File: src/include/rcpk_pkg.sv
// package of constants and types for the raw colour 12-bit packer
package rcpk_pkg;
  localparam int PIX_W = 12;
  localparam int BYTE_W = 8;
  localparam int COL_W = 16;
  localparam int FIFO_DEPTH = 8;
  localparam int HI_MSB = 11;
  localparam int HI_LSB = 4;
  localparam int LO_MSB = 3;
  localparam int LO_LSB = 0;
  localparam logic [PIX_W-1:0] PIX_MIN = 12'h000;
  localparam logic [PIX_W-1:0] PIX_MAX = 12'hfff;
  localparam logic [COL_W-1:0] COL_ZERO = 16'h0000;
  localparam logic [COL_W-1:0] COL_ONE = 16'h0001;
  localparam logic [1:0] PIX_PAIR_LEN = 2'h2;

  // colour of a sample at a given row parity and column parity
  typedef enum logic [1:0] {
    RCPK_BLUE  = 2'b00,
    RCPK_GREEN = 2'b01,
    RCPK_RED   = 2'b10
  } rcpk_color_t;

  // byte phase within one three-byte group
  typedef enum logic [1:0] {
    RCPK_IDLE  = 2'b00,
    RCPK_BYTE1 = 2'b01,
    RCPK_BYTE2 = 2'b10
  } rcpk_state_t;
endpackage : rcpk_pkg

File: src/rtl/rcpk_fifo.sv
// small synchronous fifo with valid/ready on both sides
`timescale 1ns/10ps
`default_nettype none
module rcpk_fifo #(
  parameter int WIDTH = 8,
  parameter int DEPTH = 8
) (
  input  wire logic             clk,
  input  wire logic             rst,
  input  wire logic             in_valid,
  output logic                  in_ready,
  input  wire logic [WIDTH-1:0] in_data,
  output logic                  out_valid,
  input  wire logic             out_ready,
  output logic      [WIDTH-1:0] out_data
);
  localparam int AW = $clog2(DEPTH);

  logic [WIDTH-1:0] mem [DEPTH];
  logic [AW-1:0]    wr_ptr;
  logic [AW-1:0]    rd_ptr;
  logic [AW:0]      count;
  logic             push;
  logic             pop;

  assign in_ready  = (count != (AW+1)'(DEPTH));
  assign out_valid = (count != '0);
  assign push      = in_valid && in_ready;
  assign pop       = out_valid && out_ready;
  // read data is taken combinationally from the memory at the head slot, not registered
  assign out_data  = mem[rd_ptr];

  always_ff @(posedge clk) begin
    if (push) begin
      mem[wr_ptr] <= in_data;
    end
  end

  always_ff @(posedge clk or posedge rst) begin
    if (rst) begin
      wr_ptr <= '0;
      rd_ptr <= '0;
    end else begin
      if (push) begin
        wr_ptr <= (wr_ptr == AW'(DEPTH - 1)) ? '0 : wr_ptr + 1'b1;
      end
      if (pop) begin
        rd_ptr <= (rd_ptr == AW'(DEPTH - 1)) ? '0 : rd_ptr + 1'b1;
      end
    end
  end

  always_ff @(posedge clk or posedge rst) begin
    if (rst) begin
      count <= '0;
    end else if (push && !pop) begin
      count <= count + 1'b1;
    end else if (pop && !push) begin
      count <= count - 1'b1;
    end
  end

  chk_fifo_no_overflow: assert property (@(posedge clk) disable iff (rst)
    count <= (AW+1)'(DEPTH))
    else $error("fifo count beyond depth");
endmodule : rcpk_fifo
`default_nettype wire

File: src/rtl/rcpk_packer.sv
// packer of raw colour-mosaic 12-bit pixels into a three-bytes-per-pair stream
`timescale 1ns/10ps
`default_nettype none
// Function
// - In packed mode every pixel contributes exactly twelve bits to the stream.
// - Each consecutive pixel pair of a row becomes three consecutive bytes with no padding.
// - Samples are packed as received, with no interpolation or processing.
// - The first byte of a group holds bits 11..4 of the even pixel.
// - The second byte holds odd pixel bits 3..0 high and even pixel bits 3..0 low.
// - The third byte holds bits 11..4 of the odd pixel.
// - Even rows carry blue at even columns and green at odd columns, blue first.
// - Odd rows carry green at even columns and red at odd columns, green first.
// - Pixel values are unsigned twelve-bit numbers from 0x000 to 0xfff.
// - Bytes of a row leave in ascending order from the first pair to the last.
module rcpk_packer
  import rcpk_pkg::*;
(
  input  wire logic                          CLOCK,
  input  wire logic                          RST,
  input  wire logic                          RAW_COLOR_12BIT_PACKED_MODE,
  input  wire logic [rcpk_pkg::COL_W-1:0]    ROW_WIDTH,
  input  wire logic                          ROW_START,
  input  wire logic                          ROW_ODD,
  input  wire logic                          PIX_VALID,
  output logic                               PIX_READY,
  input  wire logic [rcpk_pkg::PIX_W-1:0]    PIX_DATA,
  output logic                               CONFIG_ERROR,
  output logic      [1:0]                    PIX_COLOR,
  output logic                               BYTE_VALID,
  input  wire logic                          BYTE_READY,
  output logic      [rcpk_pkg::BYTE_W-1:0]   BYTE_DATA,
  output logic                               ROW_DONE
);
  import rcpk_pkg::*;

  ////////////////////////////////////////////////////////////////////////////
  // colour of a sample from row and column parity
  function automatic rcpk_color_t color_of(input logic row_odd, input logic col_odd);
    if (!row_odd) begin
      color_of = col_odd ? RCPK_GREEN : RCPK_BLUE;
    end else begin
      color_of = col_odd ? RCPK_RED : RCPK_GREEN;
    end
  endfunction : color_of

  ////////////////////////////////////////////////////////////////////////////
  rcpk_state_t           state;
  logic [PIX_W-1:0]      even_pix;
  logic [PIX_W-1:0]      odd_pix;
  logic                  pair_ready;
  logic                  last_group;
  logic [COL_W-1:0]      col;
  logic [COL_W-1:0]      width;
  logic                  row_odd;
  logic                  active;
  logic                  width_ok;
  logic                  fifo_in_valid;
  logic                  fifo_in_ready;
  logic [BYTE_W-1:0]     fifo_in_data;
  logic                  pix_take;
  logic                  last_pix;
  logic                  accept;

  assign width_ok = !ROW_WIDTH[0] && (ROW_WIDTH != COL_ZERO);
  assign accept   = ROW_START && RAW_COLOR_12BIT_PACKED_MODE && width_ok;
  // a new pixel is taken only while no group is being emitted
  assign PIX_READY = active && (state == RCPK_IDLE) && !pair_ready;
  assign pix_take  = active && PIX_VALID && (state == RCPK_IDLE);
  assign last_pix  = (col == width - COL_ONE);

  ////////////////////////////////////////////////////////////////////////////
  // row bookkeeping
  always_ff @(posedge CLOCK or posedge RST) begin
    if (RST) begin
      active  <= 1'b0;
      width   <= COL_ZERO;
      row_odd <= 1'b0;
      col     <= COL_ZERO;
    end else if (accept && !active) begin
      active  <= 1'b1;
      width   <= ROW_WIDTH;
      row_odd <= ROW_ODD;
      col     <= COL_ZERO;
    end else if (pix_take && PIX_READY) begin
      col <= col + COL_ONE;
      if (last_pix) begin
        active <= 1'b0;
      end
    end
  end

  always_ff @(posedge CLOCK or posedge RST) begin
    if (RST) begin
      CONFIG_ERROR <= 1'b0;
    end else if (ROW_START) begin
      CONFIG_ERROR <= !width_ok;
    end
  end

  always_ff @(posedge CLOCK or posedge RST) begin
    if (RST) begin
      PIX_COLOR <= RCPK_BLUE;
    end else if (pix_take && PIX_READY) begin
      PIX_COLOR <= color_of(row_odd, col[0]);
    end
  end

  ////////////////////////////////////////////////////////////////////////////
  // pixel capture: samples are held verbatim, twelve bits each
  always_ff @(posedge CLOCK or posedge RST) begin
    if (RST) begin
      even_pix  <= PIX_MIN;
      odd_pix   <= PIX_MIN;
    end else if (pix_take && PIX_READY) begin
      if (!col[0]) begin
        even_pix  <= PIX_DATA;
      end else begin
        odd_pix   <= PIX_DATA;
      end
    end
  end

  ////////////////////////////////////////////////////////////////////////////
  // group emission: three bytes per pair, stalled by fifo back-pressure
  always_ff @(posedge CLOCK or posedge RST) begin
    if (RST) begin
      state <= RCPK_IDLE;
    end else begin
      case (state)
        RCPK_IDLE: begin
          if (pair_ready && fifo_in_ready) begin
            state <= RCPK_BYTE1;
          end
        end
        RCPK_BYTE1: begin
          if (fifo_in_ready) begin
            state <= RCPK_BYTE2;
          end
        end
        RCPK_BYTE2: begin
          if (fifo_in_ready) begin
            state <= RCPK_IDLE;
          end
        end
        default: begin
          state <= RCPK_IDLE;
        end
      endcase
    end
  end

  // a pair is complete once the odd pixel has been taken
  always_ff @(posedge CLOCK or posedge RST) begin
    if (RST) begin
      pair_ready <= 1'b0;
    end else if (pix_take && PIX_READY && col[0]) begin
      pair_ready <= 1'b1;
    end else if (state == RCPK_IDLE && fifo_in_ready) begin
      pair_ready <= 1'b0;
    end
  end

  // marks the group of the row's last pair, so a next row may start while it drains
  always_ff @(posedge CLOCK or posedge RST) begin
    if (RST) begin
      last_group <= 1'b0;
    end else if (pix_take && PIX_READY && last_pix) begin
      last_group <= 1'b1;
    end else if (state == RCPK_BYTE2 && fifo_in_ready) begin
      last_group <= 1'b0;
    end
  end

  always_comb begin
    fifo_in_valid = 1'b0;
    fifo_in_data  = '0;
    case (state)
      RCPK_IDLE: begin
        fifo_in_valid = pair_ready;
        fifo_in_data  = even_pix[HI_MSB:HI_LSB];
      end
      RCPK_BYTE1: begin
        fifo_in_valid = 1'b1;
        fifo_in_data  = {odd_pix[LO_MSB:LO_LSB], even_pix[LO_MSB:LO_LSB]};
      end
      RCPK_BYTE2: begin
        fifo_in_valid = 1'b1;
        fifo_in_data  = odd_pix[HI_MSB:HI_LSB];
      end
      default: begin
        fifo_in_valid = 1'b0;
      end
    endcase
  end

  always_ff @(posedge CLOCK or posedge RST) begin
    if (RST) begin
      ROW_DONE <= 1'b0;
    end else begin
      ROW_DONE <= (state == RCPK_BYTE2) && fifo_in_ready && last_group;
    end
  end

  ////////////////////////////////////////////////////////////////////////////
  rcpk_fifo #(
    .WIDTH (BYTE_W),
    .DEPTH (FIFO_DEPTH)
  ) u_fifo (
    .clk       (CLOCK),
    .rst       (RST),
    .in_valid  (fifo_in_valid),
    .in_ready  (fifo_in_ready),
    .in_data   (fifo_in_data),
    .out_valid (BYTE_VALID),
    .out_ready (BYTE_READY),
    .out_data  (BYTE_DATA)
  );

  ////////////////////////////////////////////////////////////////////////////
  chk_group_order: assert property (@(posedge CLOCK) disable iff (RST)
    (state == RCPK_BYTE1 && fifo_in_ready) |=> state == RCPK_BYTE2)
    else $error("second byte not followed by third");
  chk_first_byte: assert property (@(posedge CLOCK) disable iff (RST)
    (state == RCPK_IDLE && fifo_in_valid) |-> fifo_in_data == even_pix[HI_MSB:HI_LSB])
    else $error("first byte wrong");
  chk_mid_byte: assert property (@(posedge CLOCK) disable iff (RST)
    state == RCPK_BYTE1 |-> fifo_in_data[LO_MSB:LO_LSB] == even_pix[LO_MSB:LO_LSB]
      && fifo_in_data[BYTE_W-1:LO_MSB+1] == odd_pix[LO_MSB:LO_LSB])
    else $error("middle byte nibbles wrong");
  chk_last_byte: assert property (@(posedge CLOCK) disable iff (RST)
    state == RCPK_BYTE2 |-> fifo_in_data == odd_pix[HI_MSB:HI_LSB])
    else $error("third byte wrong");
  chk_pixel_kept: assert property (@(posedge CLOCK) disable iff (RST)
    (pix_take && PIX_READY && !col[0]) |=> even_pix == $past(PIX_DATA))
    else $error("sample altered");
  chk_color_even: assert property (@(posedge CLOCK) disable iff (RST)
    (pix_take && PIX_READY && !row_odd) |=> PIX_COLOR == (col[0] ? RCPK_BLUE : RCPK_GREEN))
    else $error("even row colour wrong");
  chk_color_odd: assert property (@(posedge CLOCK) disable iff (RST)
    (pix_take && PIX_READY && row_odd && !col[0]) |=> PIX_COLOR == RCPK_GREEN)
    else $error("odd row colour wrong");
  chk_odd_width: assert property (@(posedge CLOCK) disable iff (RST)
    (ROW_START && ROW_WIDTH[0]) |=> CONFIG_ERROR && !active || $past(active))
    else $error("odd width accepted");
  chk_col_step: assert property (@(posedge CLOCK) disable iff (RST)
    (pix_take && PIX_READY && !last_pix) |=> col == $past(col) + COL_ONE)
    else $error("column not ascending");

  cov_row_even: cover property (@(posedge CLOCK) accept && !ROW_ODD);
  cov_row_odd: cover property (@(posedge CLOCK) accept && ROW_ODD);
  cov_stall: cover property (@(posedge CLOCK) BYTE_VALID && !BYTE_READY && !fifo_in_ready);
  cov_row_done: cover property (@(posedge CLOCK) ROW_DONE);
endmodule : rcpk_packer
`default_nettype wire

File: config.mk
export PLATFORM = sky130hd
export DESIGN_NAME = rcpk_packer
export DESIGN_NICKNAME = d
export VERILOG_FILES = /design/src/include/rcpk_pkg.sv /design/src/rtl/rcpk_fifo.sv /design/src/rtl/rcpk_packer.sv
export SDC_FILE = /design/constraint.sdc
export NUM_CORES = 1
export LEC_CHECK = 0
export BUFFER_PORTS_ARGS = -buffer_cell sky130_fd_sc_hd__buf_2
export CAP_MARGIN = 40
export CORE_MARGIN = 4
export CORE_UTILIZATION = 24
export DETAILED_ROUTE_END_ITERATION = 10
export GPL_ROUTABILITY_DRIVEN = 0
export SLEW_MARGIN = 20
export SYNTH_ARGS = -nofsm -noshare
export SYNTH_HDL_FRONTEND = slang
export SYNTH_HIERARCHICAL = 1
export SYNTH_SLANG_ARGS = --single-unit
File: constraint.sdc
create_clock -name CLOCK -period 3.94 [get_ports CLOCK]
set_clock_uncertainty 0.05 [all_clocks]
set_input_delay 0.985 -clock CLOCK [delete_from_list [all_inputs] [get_ports CLOCK]]
set_output_delay 0.985 -clock CLOCK [all_outputs]
set_load 0.01 [all_outputs]
# --- Word-level counts from Yosys, hierarchy flattened ---
# Memory sizes are Yosys's and may differ from the RTL's.
# Index checks and enable logic that the tools add are counted.
totals:
  reg_bits: 76
  latchBits: 0
  ramBits: 64
  romBits: 0
  input_bits: 35
  output_inout_bits: 14
  wordCells: 94
  n_memories: 1
memory_table:
  columns: ["memory", "depth", "width", "rd", "rd_clocked_by_memory_dff", "wr", "line", "text"]
  rows:
  - ["u_fifo.mem", 8, 8, 1, 0, 1, "rcpk_fifo.sv:19", "logic [WIDTH-1:0] mem [DEPTH];"]
op_classes:
  n_addsub: 6
  multipliers: 0
  div: 0
  order_cmp: 0
  n_eq_ne: 9
  n_shift: 0
  muxes: 24
  n_bitwise: 1
  n_reduce_logical: 38
ops:
  columns: ["op", "count"]
  rows:
  - ["$mux 16", 2]
  - ["$pmux 8 s3", 1]
  - ["$logic_and 1x1->1", 19]
  - ["$add 16x1->16 const B", 1]
  - ["$eq 16x16->1", 1]
  - ["$reduce_bool 16->1", 1]
  - ["$sub 16x1->16 const B", 1]
  - ["$mux 1", 10]
  - ["$mux 2", 5]
  - ["$reduce_bool 2->1", 5]
  - ["$mux 4", 2]
  - ["$add 3x1->3 const B", 2]
  - ["$eq 3x3->1 const B", 2]
  - ["$logic_not 1->1", 6]
  - ["$mux 3", 2]
  - ["$pmux 2 s3", 1]
  - ["$reduce_and 2->1", 3]
  - ["$add 4x1->4 const B", 1]
  - ["$ne 2x2->1 const B", 2]
  - ["$ne 4x4->1 const B", 1]
  - ["$reduce_bool 4->1", 1]
  - ["$sub 4x1->4 const B", 1]
  - ["$reduce_and 3->1", 1]
  - ["$eq 2x1->1 const B", 1]
  - ["6 further kinds", 6]

# --- Longest topological paths before layout ---
logic_depth:
  depth_word: 8
  depth_mapped: 13
  ltp_nobuf: 12

# --- By module ---
# The synthesis kept the hierarchy.
by_module_without_submodules:
  columns: ["mod", "n_inst", "cells_each", "area_per_inst_um2", "seq_area_each_um2"]
  rows:
  - ["rcpk_packer", 1, 347, 3442.1, 1651.6]
  - ["rcpk_fifo", 1, 157, 3155.5, 2172.1]

# --- Worst setup path before layout ---
# Ideal clock, no wire load.
synth_timing:
  path_type: "register -> register"
  start: "reg state[0]"
  end: "reg u_fifo.count[3]"
  setup_ps: 137
  arrival_ps: 2675
  required_ps: 3753
  slack_ps: 1077
  stages_incl_launch_ff: 14
  path_cell_list: "dfrtp_1 > inv_1 > ha_1 > clkbuf_1 > a21oi_1 > nor2_1 > nand2_4 > inv_1 > ha_1 > inv_1 > ha_1 > or4_1 > nand3_1 > o221ai_1"
synth_via:
  elab_chain_len: 7
  elab_cells_between_ends: 11
  classes_between: "eq/ne (2); mux (2); reduce/logical (7)"
synth_lines:
  columns: ["item", "line", "text"]
  rows:
  - ["start, declared", "rcpk_packer.sv:47", "rcpk_state_t state;"]
  - ["start signal, assigned", "rcpk_packer.sv:127", "state <= RCPK_IDLE;"]
  - ["start signal, assigned", "rcpk_packer.sv:132", "state <= RCPK_BYTE1;"]
  - ["start signal, assigned", "rcpk_packer.sv:137", "state <= RCPK_BYTE2;"]
  - ["$eq 2x2->1 / $eq 2x1->1 (equally long branches)", "rcpk_packer.sv:177", "case (state)"]
  - ["$reduce_or 2->1 (no line)", null, null]
  - ["$pmux 1 s2 (*)", "rcpk_packer.sv:177", null]
  - ["named net fifo_in_valid", "rcpk_packer.sv:57", "logic fifo_in_valid;"]
  - ["$logic_and 1x1->1 (*)", "rcpk_fifo.sv:28", "assign push = in_valid && in_ready;"]
  - ["named net u_fifo.push", "rcpk_fifo.sv:23", "logic push;"]
  - ["$logic_not 1->1", "rcpk_fifo.sv:58", "end else if (pop && !push) begin"]
  - ["$logic_and 1x1->1", "rcpk_fifo.sv:58", null]
  - ["$reduce_bool 2->1 (no line)", null, null]
  - ["end signal, assigned", "rcpk_fifo.sv:57", "count <= count + 1'b1;"]
  - ["end signal, assigned", "rcpk_fifo.sv:59", "count <= count - 1'b1;"]
  - ["end, declared", "rcpk_fifo.sv:22", "logic [AW:0] count;"]
# Mark *: on every way through the listed nets, which the timed path passes. The rest lies on a longest branch.
# A chain may end at the register's enable or synchronous reset.

# --- Worst setup path after layout ---
layout_timing:
  start: "reg u_fifo.rd_ptr[0]"
  end: "out BYTE_DATA[2] in the netlist's numbering"
layout_via:
  elab_chain_len: 1
layout_lines:
  columns: ["item", "line", "text"]
  rows:
  - ["start, declared", "rcpk_fifo.sv:21", "logic [AW-1:0] rd_ptr;"]
  - ["start signal, assigned", "rcpk_fifo.sv:48", "rd_ptr <= (rd_ptr == AW'(DEPTH - 1)) ? '0 : rd_ptr + 1'b1;"]
  - ["$mem_v2 8x8", null, null]
  - ["end, declared", "rcpk_packer.sv:31", "output logic [rcpk_pkg::BYTE_W-1:0] BYTE_DATA,"]
# No other way between the ends.

==> results.json <==
{
  "yosys-top-cells-area": "edfxtp_1 29%, dfrtp_1 29%, mux2_2 5.3%, nand2_1 4.0%, mux4_1 3.2%",
  "drv_slew": 0,
  "cts-hold-fix-buffers": 0,
  "max-vdd-ir-drop_v": 0.000345,
  "setup_viol_count_final": 0,
  "pre_cts_ws_ns": 0.800,
  "worst_slack_ns": 0.721,
  "p_total_mw": 6.19,
  "drive_above_1_share": 0.256,
  "final_cells": 920,
  "cts-htree-levels": 4,
  "synth_top_area_frac": 0.291,
  "post-cts-setup-buffers": 0,
  "synth.most_common_cell": "dfrtp_1",
  "dieArea_mm2": 0.0302,
  "grt_pass1_vias": 4168,
  "rows": 60,
  "drt-pass1-iter-count": 4,
  "start_util": 0.244,
  "antennaDiodeCount": 0,
  "setup_tns_ns": 0,
  "final_util": 0.292,
  "placed_area_mm2": 0.00729,
  "overflow": 0,
  "num_vias": 4054,
  "relSlewSlack": 0.435,
  "clkLatencyLatePin_ns": 0.42,
  "antenna_found_initial": 2,
  "cp_max_fo": 11,
  "cp-end-kind": "output pin",
  "synth_cell_type_count": 55,
  "rrSetupSlack_ns": 0.84,
  "synth_area_per_cell_um2": 13.1,
  "finalWirelength_mm": 13.7,
  "crit_slowest_cell": "dfrtp_1",
  "path_buf_inv": 2,
  "core_area_mm2": 0.0270,
  "hold_violations": 0,
  "drt_iter0_markers": 249,
  "syn-num-nets": 556,
  "grt_pass1_wl_mm": 22.7,
  "synthTopCellsByCount": "76 x dfrtp_1, 70 x nand2_1, 64 x edfxtp_1",
  "seq_area_frac_synth": 0.580,
  "synthFlopType": "dfrtp_1",
  "drc": 0,
  "max_freq_mhz": 311,
  "holdWs_ns": 0.434,
  "synth_warnings": 6,
  "critical_path_required_ns": 2.90,
  "async_flop_share": 0.543,
  "synth_top_cell_by_area": "edfxtp_1",
  "cpPeakStageDelay_ns": 0.61,
  "final_area_mm2": 0.00788,
  "cts_buffers": 17,
  "ioPinCount": 49,
  "dpl.cell_count": 887,
  "rsz0062_at_grt": "no",
  "vias_per_cell": 4.41,
  "clkSlewWorstSetupHoldPaths_ns": 0.06,
  "synth-seq-cells": 140,
  "grt_max_degree": 28,
  "crit_chain": "buf_8 > mux4_2 > mux2_4 > buf_2",
  "syn_area_mm2": 0.00660,
  "status": "finished clean",
  "die-width_um": 174,
  "worstPathArrival_ns": 2.18,
  "hp-class": "reg -> reg",
  "clock_path_buffers": 2,
  "n_fill_cell": 2754,
  "dieHeight_um": 174,
  "nets": 618,
  "port_buffers": 48,
  "synth_edf_count": 64,
  "worstSetupPathType": "reg -> out",
  "cap_violations": 0,
  "wire_per_inst_um": 14.9,
  "ctsResizeCount": 0,
  "crit_family": "multiplexers",
  "worstMarginPinSlew_ns": 0.845,
  "hpwl_mm": 9.98,
  "root_buffer": "clkbuf_16",
  "power.leakage_nw": 3.20,
  "finalCritPeriodShare": 0.817,
  "grt_usage": 0.0951,
  "min_period_ns": 3.22,
  "area_growth_pct": 19.5,
  "clkSinkCount": 140,
  "cts_tree": "yes",
  "ant_nets": 0,
  "worstSetupStartpointType": "flop",
  "power.density_mw_per_mm2": 785,
  "syn_inst": 504
}
-- worst min-delay path: stages, from the launching register on --
cell     delay (ns)
dfrtp_1        0.35
nand2_1        0.05
nand2_1        0.05
-- area by class of cell --
type                    count  area [um2]  area share
multi-input cells         332        2630       0.333
clock inverters            12         129      0.0164
flip-flops and latches    140        3820       0.485
well taps                 341         427      0.0541
repair buffers             61         365      0.0464
inverters                  14        52.6     0.00667
clock buffers              20         457      0.0579
-- path summary, 6_finish.rpt --
kind | start | end | depth (start not counted)
worst max-delay path | u_fifo/rd_ptr[0]$_DFFE_PP0P_ | BYTE_DATA[2] | 4
worst min-delay path | PIX_COLOR[0]$_DFFE_PP0P_ | PIX_COLOR[0]$_DFFE_PP0P_ | 2
worst max register to register | state[0]$_DFFE_PP0P_ | u_fifo/count[3]$_DFFE_PP0P_ | 12
worst min register to register | PIX_COLOR[0]$_DFFE_PP0P_ | PIX_COLOR[0]$_DFFE_PP0P_ | 2
max in group asynchronous | RST | even_pix[7]$_DFFE_PP0P_ | 3
min in group asynchronous | RST | u_fifo/count[2]$_DFFE_PP0P_ | 2
-- logic make-up after synthesis --
logic type,Yosys count,synth area share
buffers and inverters,32,0.0222
AOI/OAI and AO/OA,44,0.0480
xor gates and xnor gates,36,0.0478
muxes,57,0.133
and+or+nand+nor,178,0.136
adders and majority gates,17,0.0334
DFF,140,0.580
-- metal layers --
metal  GRT usage  vias to the layer above  routed length (um)
met5           0                        -                  27
met3      0.0340                       16                 608
met4      0.0287                        4                 116
met2       0.158                       59                6880
li1            -                     1991                   -
met1       0.117                     1984                6090
-- cell usage in the layout (no fill, tap or decap), types with 3 or more instances in the layout --
cell | netlist | layout
nor4_1 | 7 | 7
or3_1 | 6 | 6
nor2_1 | 38 | 38
edfxtp_1 | 64 | 64
mux4_2 | 8 | 8
nor3b_1 | 3 | 3
mux2_2 | 31 | 31
nand4_1 | 7 | 7
buf_4 | 0 | 11
a21oi_1 | 10 | 10
dfrtp_1 | 76 | 76
buf_2 | 2 | 48
inv_6 | 0 | 3
or4_1 | 3 | 3
xnor2_1 | 20 | 20
nand3b_1 | 4 | 4
nor3_1 | 10 | 10
clkinv_4 | 0 | 4
mux2_4 | 8 | 8
clkbuf_16 | 0 | 17
ha_1 | 16 | 16
nand2b_1 | 5 | 5
o21ai_0 | 12 | 12
mux4_1 | 8 | 8
and3_1 | 4 | 4
nand2_1 | 70 | 70
nand3_1 | 8 | 8
xor2_1 | 16 | 16
a222oi_1 | 8 | 8
inv_8 | 0 | 3
inv_1 | 14 | 13
-- power breakdown --
group / internal [mW] / leakage (nW) / switching (mW)
sequential: 2.15 / 1.54 / 0.373
clock: 0.923 / 0.289 / 0.651
combinational: 1.05 / 1.37 / 1.04
total: 4.12 / 3.20 / 2.06
-- registers in the layout, indices dropped and copies added (netlist names), 2 cells and up --
| name | count |
|---|---|
| width | 16 |
| u_fifo/mem | 64 |
| u_fifo/wr_ptr | 3 |
| even_pix | 12 |
| col | 16 |
| u_fifo/rd_ptr | 3 |
| state | 2 |
| PIX_COLOR | 2 |
| odd_pix | 12 |
| u_fifo/count | 4 |
(Power assumes the default switching activity.)
